==> src/hw/flash_seq_pkg.sv <==
// constants and types shared by the parallel flash write sequencer
// Notes on behaviour
// - host writes: write strobe low, chip select low
// - host programs single bytes into erased sectors
// - program: three unlock writes, then address/data
// - sector erase: six writes, sector on last
// - chip erase: six writes, code at fixed address
// - after doubtful status, reread twice before accepting
package flash_seq_pkg;

  typedef enum logic [1:0] {
    OP_READ   = 2'h0,
    OP_PROG   = 2'h1,
    OP_SECTOR = 2'h2,
    OP_CHIP   = 2'h3
  } flash_op_e;

  localparam int CLK_PERIOD_NS = 100;

  // longest internal program time, rounded down to whole cycles
  localparam int PROG_MAX_NS  = 20000;
  localparam int PROG_MAX_CYC = PROG_MAX_NS / CLK_PERIOD_NS;

  // least settling time before the whole byte is trusted, rounded up
  localparam int SETTLE_NS  = 1000;
  localparam int SETTLE_CYC = (SETTLE_NS + CLK_PERIOD_NS - 1) / CLK_PERIOD_NS;

  // erase limits are not bounded by the part; generous defaults
  localparam int SECTOR_TIMEOUT_CYC = 250000;
  localparam int CHIP_TIMEOUT_CYC   = 1000000;

  localparam logic [3:0] WE_LOW_CYC = 4'h1;
  localparam logic [3:0] READ_CYC   = 4'h2;

  localparam int PROG_LEN  = 4;
  localparam int ERASE_LEN = 6;

  localparam int  SECTOR_BITS   = 12;
  localparam logic [7:0] SECTOR_ERASE_CODE = 8'h30;
  localparam logic [7:0] CHIP_ERASE_CODE   = 8'h10;
  localparam logic [7:0] ERASED_BYTE       = 8'hff;
  localparam logic [15:0] CHIP_ERASE_ADDR  = 16'h5555;

  // unlock values: plain defaults, override to suit the attached part
  localparam logic [15:0] UNLOCK_ADDR_A  = 16'h5555;
  localparam logic [15:0] UNLOCK_ADDR_B  = 16'h2aaa;
  localparam logic [7:0]  UNLOCK_CODE_A  = 8'haa;
  localparam logic [7:0]  UNLOCK_CODE_B  = 8'h55;
  localparam logic [7:0]  PROG_SETUP     = 8'ha0;
  localparam logic [7:0]  ERASE_SETUP    = 8'h80;

endpackage

==> src/hw/bus_cycle_if.sv <==
// one pin-level bus cycle request between sequencer and cycle engine
`timescale 1ns/1ns
interface bus_cycle_if #(parameter int ADDR_W = 19);
  logic              req;
  logic              wr;
  logic [ADDR_W-1:0] addr;
  logic [7:0]        wdata;
  logic              done;
  logic [7:0]        rdata;

  modport seq    (output req, output wr, output addr, output wdata, input done, input rdata);
  modport engine (input req, input wr, input addr, input wdata, output done, output rdata);
endinterface

==> src/hw/flash_bus_cycle.sv <==
// single read or write cycle on the asynchronous flash pins
`timescale 1ns/1ns
module flash_bus_cycle #(
  parameter int ADDR_W = 19
) (
  // clock and reset
  input  wire logic              clock,
  input  wire logic              rst_n,
  // cycle requests
  bus_cycle_if.engine            bc,
  // flash pins
  output logic                   ce_n,
  output logic                   oe_n,
  output logic                   we_n,
  output logic [ADDR_W-1:0]      addr,
  output logic [7:0]             dq_out,
  output logic                   dq_oe,
  input  wire logic [7:0]        dq_in
);
  import flash_seq_pkg::*;

  typedef enum logic [1:0] {
    CYC_IDLE   = 2'b00,
    CYC_SETUP  = 2'b01,
    CYC_STROBE = 2'b11,
    CYC_HOLD   = 2'b10
  } cyc_st_e;

  typedef struct packed {
    cyc_st_e           st;
    logic              wr;
    logic [ADDR_W-1:0] addr;
    logic [7:0]        wdata;
    logic [7:0]        rdata;
    logic [3:0]        cnt;
    logic              ce_n;
    logic              oe_n;
    logic              we_n;
    logic              dq_oe;
    logic              done;
  } cyc_s;

  cyc_s state_ff;
  cyc_s nxt_ff;

  always_comb begin
    nxt_ff      = state_ff;
    nxt_ff.done = 1'b0;
    case (state_ff.st)
      CYC_IDLE: begin
        if (bc.req) begin
          nxt_ff.st    = CYC_SETUP;
          nxt_ff.wr    = bc.wr;
          nxt_ff.addr  = bc.addr;
          nxt_ff.wdata = bc.wdata;
          nxt_ff.ce_n  = 1'b0;
          nxt_ff.dq_oe = bc.wr;
        end
      end
      CYC_SETUP: begin
        nxt_ff.st  = CYC_STROBE;
        nxt_ff.cnt = 4'h0;
        if (state_ff.wr) begin
          // strobe falls after chip select, so the address is taken here
          nxt_ff.we_n = 1'b0;
        end else begin
          nxt_ff.oe_n = 1'b0;
        end
      end
      CYC_STROBE: begin
        nxt_ff.cnt = state_ff.cnt + 4'h1;
        if (state_ff.cnt == (state_ff.wr ? WE_LOW_CYC : READ_CYC) - 4'h1) begin
          nxt_ff.st = CYC_HOLD;
          if (state_ff.wr) begin
            // data stays driven across the strobe's rise
            nxt_ff.we_n = 1'b1;
          end else begin
            nxt_ff.oe_n  = 1'b1;
            nxt_ff.rdata = dq_in;
          end
        end
      end
      CYC_HOLD: begin
        nxt_ff.st    = CYC_IDLE;
        nxt_ff.ce_n  = 1'b1;
        nxt_ff.dq_oe = 1'b0;
        nxt_ff.done  = 1'b1;
      end
      default: begin
        nxt_ff = state_ff;
        nxt_ff.st = CYC_IDLE;
      end
    endcase
  end

  always_ff @(posedge clock or negedge rst_n) begin
    if (!rst_n) begin
      state_ff       <= '0;
      state_ff.ce_n  <= 1'b1;
      state_ff.oe_n  <= 1'b1;
      state_ff.we_n  <= 1'b1;
    end else begin
      state_ff <= nxt_ff;
    end
  end

  // output gate never falls during a write, so no write is ever blocked
  assign oe_n     = state_ff.oe_n;
  assign ce_n     = state_ff.ce_n;
  assign we_n     = state_ff.we_n;
  assign addr     = state_ff.addr;
  assign dq_out   = state_ff.wdata;
  assign dq_oe    = state_ff.dq_oe;
  assign bc.done  = state_ff.done;
  assign bc.rdata = state_ff.rdata;
endmodule

==> src/hw/flash_write_seq.sv <==
// host sequencer: reads, byte program and erases on a parallel flash
`timescale 1ns/1ns
module flash_write_seq #(
  parameter int          ADDR_W         = 19,
  parameter int          TMR_W          = 24,
  parameter int          SECTOR_TIMEOUT = flash_seq_pkg::SECTOR_TIMEOUT_CYC,
  parameter int          CHIP_TIMEOUT   = flash_seq_pkg::CHIP_TIMEOUT_CYC,
  parameter logic [15:0] UNLOCK_ADDR_A  = flash_seq_pkg::UNLOCK_ADDR_A,
  parameter logic [15:0] UNLOCK_ADDR_B  = flash_seq_pkg::UNLOCK_ADDR_B,
  parameter logic [7:0]  UNLOCK_CODE_A  = flash_seq_pkg::UNLOCK_CODE_A,
  parameter logic [7:0]  UNLOCK_CODE_B  = flash_seq_pkg::UNLOCK_CODE_B,
  parameter logic [7:0]  PROG_SETUP     = flash_seq_pkg::PROG_SETUP,
  parameter logic [7:0]  ERASE_SETUP    = flash_seq_pkg::ERASE_SETUP
) (
  // clock and reset
  input  wire logic                    clock,
  input  wire logic                    rst_n,
  // command port
  input  wire logic                    cmd_valid,
  output logic                         cmd_ready,
  input  wire flash_seq_pkg::flash_op_e cmd_op,
  input  wire logic [ADDR_W-1:0]       cmd_addr,
  input  wire logic [7:0]              cmd_data,
  // answer port
  output logic                         rsp_valid,
  output logic [7:0]                   rsp_data,
  output logic                         rsp_error,
  output logic                         busy,
  // flash pins
  output logic                         ce_n,
  output logic                         oe_n,
  output logic                         we_n,
  output logic [ADDR_W-1:0]            addr,
  output logic [7:0]                   dq_out,
  output logic                         dq_oe,
  input  wire logic [7:0]              dq_in
);
  import flash_seq_pkg::*;

  typedef enum logic [2:0] {
    ST_IDLE    = 3'b000,
    ST_SEQ     = 3'b001,
    ST_POLL    = 3'b011,
    ST_CONFIRM = 3'b010,
    ST_SETTLE  = 3'b110,
    ST_FINAL   = 3'b111
  } main_st_e;

  typedef struct packed {
    main_st_e          st;
    flash_op_e         op;
    logic [ADDR_W-1:0] addr;
    logic [7:0]        data;
    logic [2:0]        step;
    logic              pend;
    logic              conf;
    logic [TMR_W-1:0]  tmr;
    logic              rsp_valid;
    logic              rsp_error;
    logic [7:0]        rsp_data;
  } seq_s;

  seq_s state_ff;
  seq_s nxt_ff;

  bus_cycle_if #(.ADDR_W(ADDR_W)) bc ();

  function automatic logic [ADDR_W-1:0] widen(input logic [15:0] a);
    widen = ADDR_W'(a);
  endfunction

  function automatic logic [2:0] last_step(input flash_op_e op);
    last_step = (op == OP_PROG) ? 3'(PROG_LEN - 1) : 3'(ERASE_LEN - 1);
  endfunction

  function automatic logic [ADDR_W-1:0] step_addr(input flash_op_e op, input logic [2:0] s,
                                                  input logic [ADDR_W-1:0] a);
    if (s == last_step(op)) begin
      if (op == OP_SECTOR) begin
        // only the upper lines pick the sector
        step_addr = {a[ADDR_W-1:SECTOR_BITS], {SECTOR_BITS{1'b0}}};
      end else if (op == OP_CHIP) begin
        step_addr = widen(CHIP_ERASE_ADDR);
      end else begin
        step_addr = a;
      end
    end else if (s == 3'h1 || s == 3'h4) begin
      step_addr = widen(UNLOCK_ADDR_B);
    end else begin
      step_addr = widen(UNLOCK_ADDR_A);
    end
  endfunction

  function automatic logic [7:0] step_data(input flash_op_e op, input logic [2:0] s,
                                           input logic [7:0] d);
    if (s == last_step(op)) begin
      step_data = (op == OP_SECTOR) ? SECTOR_ERASE_CODE :
                  (op == OP_CHIP)   ? CHIP_ERASE_CODE : d;
    end else if (s == 3'h1 || s == 3'h4) begin
      step_data = UNLOCK_CODE_B;
    end else if (s == 3'h2) begin
      step_data = (op == OP_PROG) ? PROG_SETUP : ERASE_SETUP;
    end else begin
      step_data = UNLOCK_CODE_A;
    end
  endfunction

  function automatic logic [TMR_W-1:0] op_limit(input flash_op_e op);
    op_limit = (op == OP_PROG)   ? TMR_W'(PROG_MAX_CYC) :
               (op == OP_SECTOR) ? TMR_W'(SECTOR_TIMEOUT) : TMR_W'(CHIP_TIMEOUT);
  endfunction

  // the byte a finished operation leaves behind
  function automatic logic [7:0] expected(input flash_op_e op, input logic [7:0] d);
    expected = (op == OP_PROG) ? d : ERASED_BYTE;
  endfunction

  logic       poll_ok;
  logic [7:0] exp_byte;

  // a select on a function call is not legal, so the expected byte gets a name
  assign exp_byte  = expected(state_ff.op, state_ff.data);
  assign poll_ok   = bc.rdata[7] == exp_byte[7];
  assign bc.req    = !state_ff.pend && (state_ff.st == ST_SEQ || state_ff.st == ST_POLL ||
                     state_ff.st == ST_CONFIRM || state_ff.st == ST_FINAL);
  // while an operation runs only reads go out, never another command
  assign bc.wr     = state_ff.st == ST_SEQ;
  assign bc.addr   = bc.wr ? step_addr(state_ff.op, state_ff.step, state_ff.addr)
                           : state_ff.addr;
  assign bc.wdata  = step_data(state_ff.op, state_ff.step, state_ff.data);

  always_comb begin
    nxt_ff           = state_ff;
    nxt_ff.rsp_valid = 1'b0;
    if (bc.req) begin
      nxt_ff.pend = 1'b1;
    end
    if (bc.done) begin
      nxt_ff.pend = 1'b0;
    end
    if ((state_ff.st == ST_POLL || state_ff.st == ST_CONFIRM || state_ff.st == ST_SETTLE) &&
        state_ff.tmr != {TMR_W{1'b1}}) begin
      nxt_ff.tmr = state_ff.tmr + TMR_W'(1);
    end
    case (state_ff.st)
      ST_IDLE: begin
        if (cmd_valid) begin
          nxt_ff.op        = cmd_op;
          nxt_ff.addr      = (cmd_op == OP_CHIP) ? widen(CHIP_ERASE_ADDR) : cmd_addr;
          nxt_ff.data      = cmd_data;
          nxt_ff.step      = 3'h0;
          nxt_ff.rsp_error = 1'b0;
          nxt_ff.st        = (cmd_op == OP_READ) ? ST_FINAL : ST_SEQ;
        end
      end
      ST_SEQ: begin
        // the whole unlock run goes out unbroken, so it is never aborted
        if (bc.done) begin
          if (state_ff.step == last_step(state_ff.op)) begin
            nxt_ff.st  = ST_POLL;
            nxt_ff.tmr = '0;
          end else begin
            nxt_ff.step = state_ff.step + 3'h1;
          end
        end
      end
      ST_POLL: begin
        if (bc.done) begin
          if (poll_ok) begin
            nxt_ff.st   = ST_CONFIRM;
            nxt_ff.conf = 1'b0;
          end else if (state_ff.tmr >= op_limit(state_ff.op)) begin
            nxt_ff.st        = ST_IDLE;
            nxt_ff.rsp_valid = 1'b1;
            nxt_ff.rsp_error = 1'b1;
            nxt_ff.rsp_data  = bc.rdata;
          end
        end
      end
      ST_CONFIRM: begin
        // a poll that races completion is trusted only after two clean rereads
        if (bc.done) begin
          if (!poll_ok) begin
            nxt_ff.st = ST_POLL;
          end else if (state_ff.conf) begin
            nxt_ff.st  = ST_SETTLE;
            nxt_ff.tmr = '0;
          end else begin
            nxt_ff.conf = 1'b1;
          end
        end
      end
      ST_SETTLE: begin
        if (state_ff.tmr >= TMR_W'(SETTLE_CYC - 1)) begin
          nxt_ff.st = ST_FINAL;
        end
      end
      ST_FINAL: begin
        if (bc.done) begin
          nxt_ff.st        = ST_IDLE;
          nxt_ff.rsp_valid = 1'b1;
          nxt_ff.rsp_data  = bc.rdata;
          nxt_ff.rsp_error = (state_ff.op != OP_READ) &&
                             (bc.rdata != expected(state_ff.op, state_ff.data));
        end
      end
      default: begin
        nxt_ff.st = ST_IDLE;
      end
    endcase
  end

  always_ff @(posedge clock or negedge rst_n) begin
    if (!rst_n) begin
      state_ff <= '0;
    end else begin
      state_ff <= nxt_ff;
    end
  end

  assign cmd_ready = state_ff.st == ST_IDLE;
  assign busy      = state_ff.st != ST_IDLE;
  assign rsp_valid = state_ff.rsp_valid;
  assign rsp_data  = state_ff.rsp_data;
  assign rsp_error = state_ff.rsp_error;

  flash_bus_cycle #(.ADDR_W(ADDR_W)) u_cycle (
    .clock  (clock),
    .rst_n  (rst_n),
    .bc     (bc.engine),
    .ce_n   (ce_n),
    .oe_n   (oe_n),
    .we_n   (we_n),
    .addr   (addr),
    .dq_out (dq_out),
    .dq_oe  (dq_oe),
    .dq_in  (dq_in)
  );
endmodule

==> config.mk <==
export PLATFORM = sky130hd
export DESIGN_NAME = flash_write_seq
export DESIGN_NICKNAME = d
export VERILOG_FILES = /design/src/hw/flash_seq_pkg.sv /design/src/hw/bus_cycle_if.sv /design/src/hw/flash_bus_cycle.sv /design/src/hw/flash_write_seq.sv
export SDC_FILE = /design/constraint.sdc
export NUM_CORES = 1
export LEC_CHECK = 0
export ABC_CLOCK_PERIOD_IN_PS = 2950
export BUFFER_PORTS_ARGS = -buffer_cell sky130_fd_sc_hd__buf_4
export CORE_ASPECT_RATIO = 1.4
export CORE_UTILIZATION = 30
export DETAILED_ROUTE_END_ITERATION = 16
export GPL_ROUTABILITY_DRIVEN = 1
export HOLD_SLACK_MARGIN = 0.05
export SYNTH_ARGS = -nofsm -noshare
export SYNTH_HDL_FRONTEND = slang
export SYNTH_SLANG_ARGS = --single-unit
==> constraint.sdc <==
create_clock -name clock -period 2.95 [get_ports clock]
set_clock_uncertainty 0.2 [all_clocks]
set_input_delay 0.4425 -clock clock [delete_from_list [all_inputs] [get_ports clock]]
set_output_delay 0.4425 -clock clock [all_outputs]
set_load 0.02 [all_outputs]
-- Word-level counts from Yosys, hierarchy flattened
Cells that the tools add are included.
- word-level logic and storage cells: 171
- input bits: 40
- output and inout bits: 43
- register bits after elaboration: 118
- reductions and logical operators: 34
- eq/ne operators: 40
- add/subtract/negate cells: 4
- muxes and demuxes: 68
- order comparisons: 2
- bitwise logic cells: 1
- operators by type and width (kind ; count):
    2-to-1 mux 24 bit ; 4
    2-to-1 mux 19 bit ; 5
    2-to-1 mux 25 bit ; 2
    one-hot mux 24 bit (2 select lines) ; 1
    2-to-1 mux 3 bit ; 14
    2-to-1 mux 10 bit ; 4
    2-to-1 mux 20 bit ; 2
    2-to-1 mux 8 bit ; 5
    2-to-1 mux 35 bit ; 1
    2-to-1 mux 30 bit ; 1
    adder 24 x 1 -> 24 bit (second input constant) ; 1
    >= comparator 24 x 20 -> 1 bit ; 1
    >= comparator 24 x 4 -> 1 bit (second input constant) ; 1
    != test 24 bit (second input constant) ; 1
    != test 2 x 1 -> 1 bit (second input constant) ; 10
    one-hot mux 3 bit (6 select lines) ; 1
    != test 2 bit (second input constant) ; 8
    one-hot mux 8 bit (2 select lines) ; 1
    2-to-1 mux 15 bit ; 1
    nonzero test 2 bit ; 7
    2-to-1 mux 1 bit ; 12
    2-to-1 mux 6 bit ; 2
    AND reduction 4 bit ; 3
    == test 2 bit (second input constant) ; 5
    32 further kinds ; 56

-- Depth between registers and ports, before layout
- depth after elaboration: 9
- gate-level depth with buffers: 11
- depth with buffers taken out: 10

-- Modules after synthesis
From an unflattened synthesis, not the netlist that was laid out.
- cells, all modules: 650
- area, all modules: 6551.3 um^2
- modules (own cells, without submodules) (module ; seq. area each (um^2) ; cells an instance ; area each (um^2) ; times used):
    flash_write_seq ; 1776.7 ; 490 ; 4456.8 ; 1
    flash_bus_cycle ; 1179.9 ; 160 ; 2094.5 ; 1

-- Least setup slack after synthesis
No wires, ideal clock.
- path kind: flip-flop to flip-flop
- from: reg state_ff[67] (netlist bit)
- to: reg state_ff, in the netlist rsp_data[0]
- required time: 2625 ps
- buffers on the path: 0
- stages on the path, launching flop included: 10
- arrival: 2693 ps
- library setup time: 125 ps
- clock period less this slack: 3017 ps
- setup slack: -67 ps
- path through: dfrtp_1 -> inv_1 -> ha_1 -> ha_1 -> a2111oi_0 -> nor3_1 -> o21ai_0 -> o211ai_4 -> a21boi_4 -> mux2_2
- word-level cells in the longest chain between the ends: 6
- elaborated cells between the ends (all ways): 10
- classes of those cells: order compare: 1; eq/ne: 5; mux: 3; reduce/logical: 1
- ends and longest elaborated chain (what ; RTL line ; source):
    start, declared ; flash_write_seq.sv:63 ; seq_s state_ff;
    start signal, assigned ; flash_write_seq.sv:217 ; state_ff <= nxt_ff;
    == test 2 bit ; flash_write_seq.sv:110 ; (op == OP_SECTOR) ? TMR_W'(SECTOR_TIMEOUT) : TMR_W'(CHIP_TIMEOUT);
    2-to-1 mux 20 bit ; flash_write_seq.sv:110 ;
    2-to-1 mux 20 bit ; flash_write_seq.sv:109 ; op_limit = (op == OP_PROG) ? TMR_W'(PROG_MAX_CYC) :
    >= comparator 24 x 20 -> 1 bit ; flash_write_seq.sv:172 ; end else if (state_ff.tmr >= op_limit(state_ff.op)) begin
    != test 2 x 1 -> 1 bit (no source line) ; - ;
    AND reduction 5 bit (no source line) * ; - ;
Every way passes the cells marked *; elsewhere a longest branch is shown, timed or not.
A chain may end at the register's enable or synchronous reset.

-- Final worst setup path
- from: reg state_ff[67] (netlist bit)
- to: reg state_ff, in the netlist rsp_data[7]
The elaborated chain is that of the path after synthesis.

==> results.cfg <==
[setup_path]
cp_slowest_cell = dfrtp_1
required_ns = 3.05
cp_num_buf_inv = 2
crit_fanout = 9
crit_chain = inv_2, ha_4, ha_1, a2111oi_2, nor3_1, o21ai_1, o211ai_4, a21boi_4, buf_12, mux2_2
worst_path_largest_cell_delay_ns = 0.39
cp-startpoint = state_ff[67]$_DFFE_PN0P_
r2r-start = state_ff[67]$_DFFE_PN0P_
cp.arrival_ns = 2.88
cpLargestDelayFamily = compound AO/OA/AOI/OAI gates
criticalPathCategory = reg2reg
endpoint_kind = register
start_kind = register

[grt]
grt_pass1_wl_um = 25000
antenna_found_initial = 0
grt_pass1_vias = 4912
grt_max_degree = 72
overflow = 0
track_usage = 0.147

[clock_tree]
cts_sinks = 118
clk_pin_slew_ns = 0.05
root_buffer = clkbuf_16
cts_max_path_buffers = 2
tritoncts = done
clock_latency_ns = 0.41
cts_made_buffers = 17
ctsHtreeMaxLevel = 4

[drt]
ant_nets = 0
drc = 0
dr.pass1.iters = 4
vias = 4949
wirelength_um = 15400
drtIter0Drc = 230
vias_per_cell = 4.82
wl_per_cell_um = 15.0

[layout]
area_delta_synth_final_pct = 24.9
stdcell_area_um2 = 7900
fin_nets = 820
fillers = 2001
seq_area_um2 = 2960
final_cell_mix = nand2_1, dfrtp_1, buf_4, nor2_1, o21ai_0
drive_above_1_share = 0.236
diodes = 0
multi_input_area_um2 = 2910
final_common_cell = nand2_1

[die]
ioPinCount = 83
die_x_um = 125
rows = 62
die-area_um2 = 21700
initial_utilization = 0.308
core_area_um2 = 20600
die_h_um = 174

[timing]
fin_ws_ns = 0.165
setup_viol = 0
hold_viol = 0
fin_crit_ns = 2.79
finalMaxSlewViolations = 0
rsz0062_at_grt = no
whs_ns = 0.0700
period_share = 0.944
max_freq_mhz = 359
relSlewSlack = 0.595
worst_pin_slew_ns = 0.603

[placed_design]
place_area_um2 = 7070
port_buffers = 82
dp_worst_setup_slack_ns = -0.0747
gp_congestion = 0.818
dp_hpwl_um = 11100

[status]
status = finished, final reports clean

[logic_synthesis]
yosysWarnings = 0
synth-seq-cells = 118
syn-instance-count = 679
ys_seq_area_frac = 0.468
synth_edf_count = 0
syn_area_um2 = 6320
dominantRegCellSynth = dfrtp_1
postSynth.asyncResetShare = 1.00
syn-num-nets = 742
synthDistinctLibCells = 68
avgSynthCellArea_um2 = 9.31

[worst_hold_path]
worstHoldStart = dq_in[6]
min_path_type = in2reg

[power_and_ir_drop]
powerDensity_nw_per_um2 = 1050
p_leak_nw = 3.59
max-vdd-ir-drop_uv = 442

[flow_run]
maxCapViolations = 0
[state kept, by name, summed over array words and instances (netlist names), 7 cells and up]
| signal | count |
|---|---|
| state_ff | 61 |
| u_cycle.state_ff | 7 |
| u_cycle.addr | 19 |
| u_cycle.dq_out | 8 |
| u_cycle.bc.rdata | 8 |
| rsp_data | 8 |
[cells in the mapped netlist (3+ instances only)]
master / number / share of area
nor2_1: 64 / 0.038
a31oi_1: 9 / 0.0089
nand2_1: 116 / 0.069
dfrtp_1: 115 / 0.46
nor4_1: 8 / 0.0079
o31ai_1: 4 / 0.0047
nor3b_1: 3 / 0.0036
mux2i_1: 3 / 0.0047
xor2_1: 11 / 0.015
a21oi_1: 32 / 0.025
or3_1: 5 / 0.0049
ha_1: 23 / 0.046
nand3b_1: 5 / 0.0059
nor3_1: 18 / 0.014
xnor2_1: 21 / 0.029
dfstp_2: 3 / 0.012
nand4_1: 9 / 0.0089
o21ai_0: 36 / 0.028
buf_4: 35 / 0.042
buf_2: 10 / 0.0079
nand3_1: 27 / 0.021
mux2_2: 17 / 0.030
and2_1: 3 / 0.0030
inv_1: 21 / 0.012
or2_2: 4 / 0.0040
clkbuf_1: 19 / 0.011
nor4bb_1: 3 / 0.0047
nand2b_1: 5 / 0.0049
[layer usage]
metal | GRT usage | vias up | wire [um]
li1 | - | 2458 | -
met1 | 0.164 | 2354 | 6270
met2 | 0.263 | 106 | 8110
met3 | 0.0327 | 31 | 473
met4 | 0.0728 | 0 | 515
met5 | 0 | - | 0
[per-stage QoR]
| step | TNS [ns] | util | power, W | cells |
|---|---|---|---|---|
| finish | 0 | 0.384 | 0.00828 | 1026 |
| floorplan | 0 | - | 0.00524 | 679 |
| global placement | -0.00291 | 0.344 | 0.00610 | 975 |
| global route | 0 | 0.384 | 0.00886 | 1026 |
| CTS | 0 | 0.383 | 0.00833 | 1026 |
| detailed placement | -0.544 | 0.344 | 0.00618 | 975 |
[cell families after synthesis]
logic type	share of synthesized area
AOI/OAI and AO/OA	0.122
DFF	0.468
buffers and inverters	0.0786
and+or+nand+nor	0.207
muxes	0.0350
adders and majority gates	0.0455
xor gates and xnor gates	0.0443
[timing repair]
item                                   in CTS  in global routing
gates resized for setup                     0                  7
hold buffers                               18                  0
endpoints found under the hold margin      32                  0
pin swaps                                   2                  1
buffers inserted                            1                  0
cloned                                      0                  0
setup endpoints to repair                   8                 17
[cell type report]
cell class | count | share of cell area
Sequential cell | 118 | 0.374
Inverter | 21 | 0.00998
Clock inverter | 13 | 0.0196
Timing Repair Buffer | 127 | 0.131
Clock buffer | 19 | 0.0561
Tap cell | 256 | 0.0406
Multi-Input combinational cell | 472 | 0.368
[path summary, 6_finish.rpt]
| path | end | slack [ns] | cells past startpoint |
|---|---|---|---|
| worst max-delay path | rsp_data[7]$_DFFE_PN0P_ | 0.16 | 10 |
| worst min-delay path | u_cycle.bc.rdata[6]$_DFFE_PN0P_ | 0.07 | 2 |
| worst max register to register | rsp_data[7]$_DFFE_PN0P_ | 0.16 | 10 |
| worst min register to register | state_ff[58]$_DFFE_PN0P_ | 0.27 | 2 |
| max in group asynchronous | state_ff[56]$_DFFE_PN0P_ | 1.62 | 3 |
| min in group asynchronous | state_ff[30]$_DFF_PN0_ | 0.25 | 2 |
[where the power goes]
group / switching [W] / internal (W)
logic: 0.00184 / 0.00146
registers: 0.000632 / 0.00227
clock network: 0.000742 / 0.00134
Power figures use the tool's default switching activity.
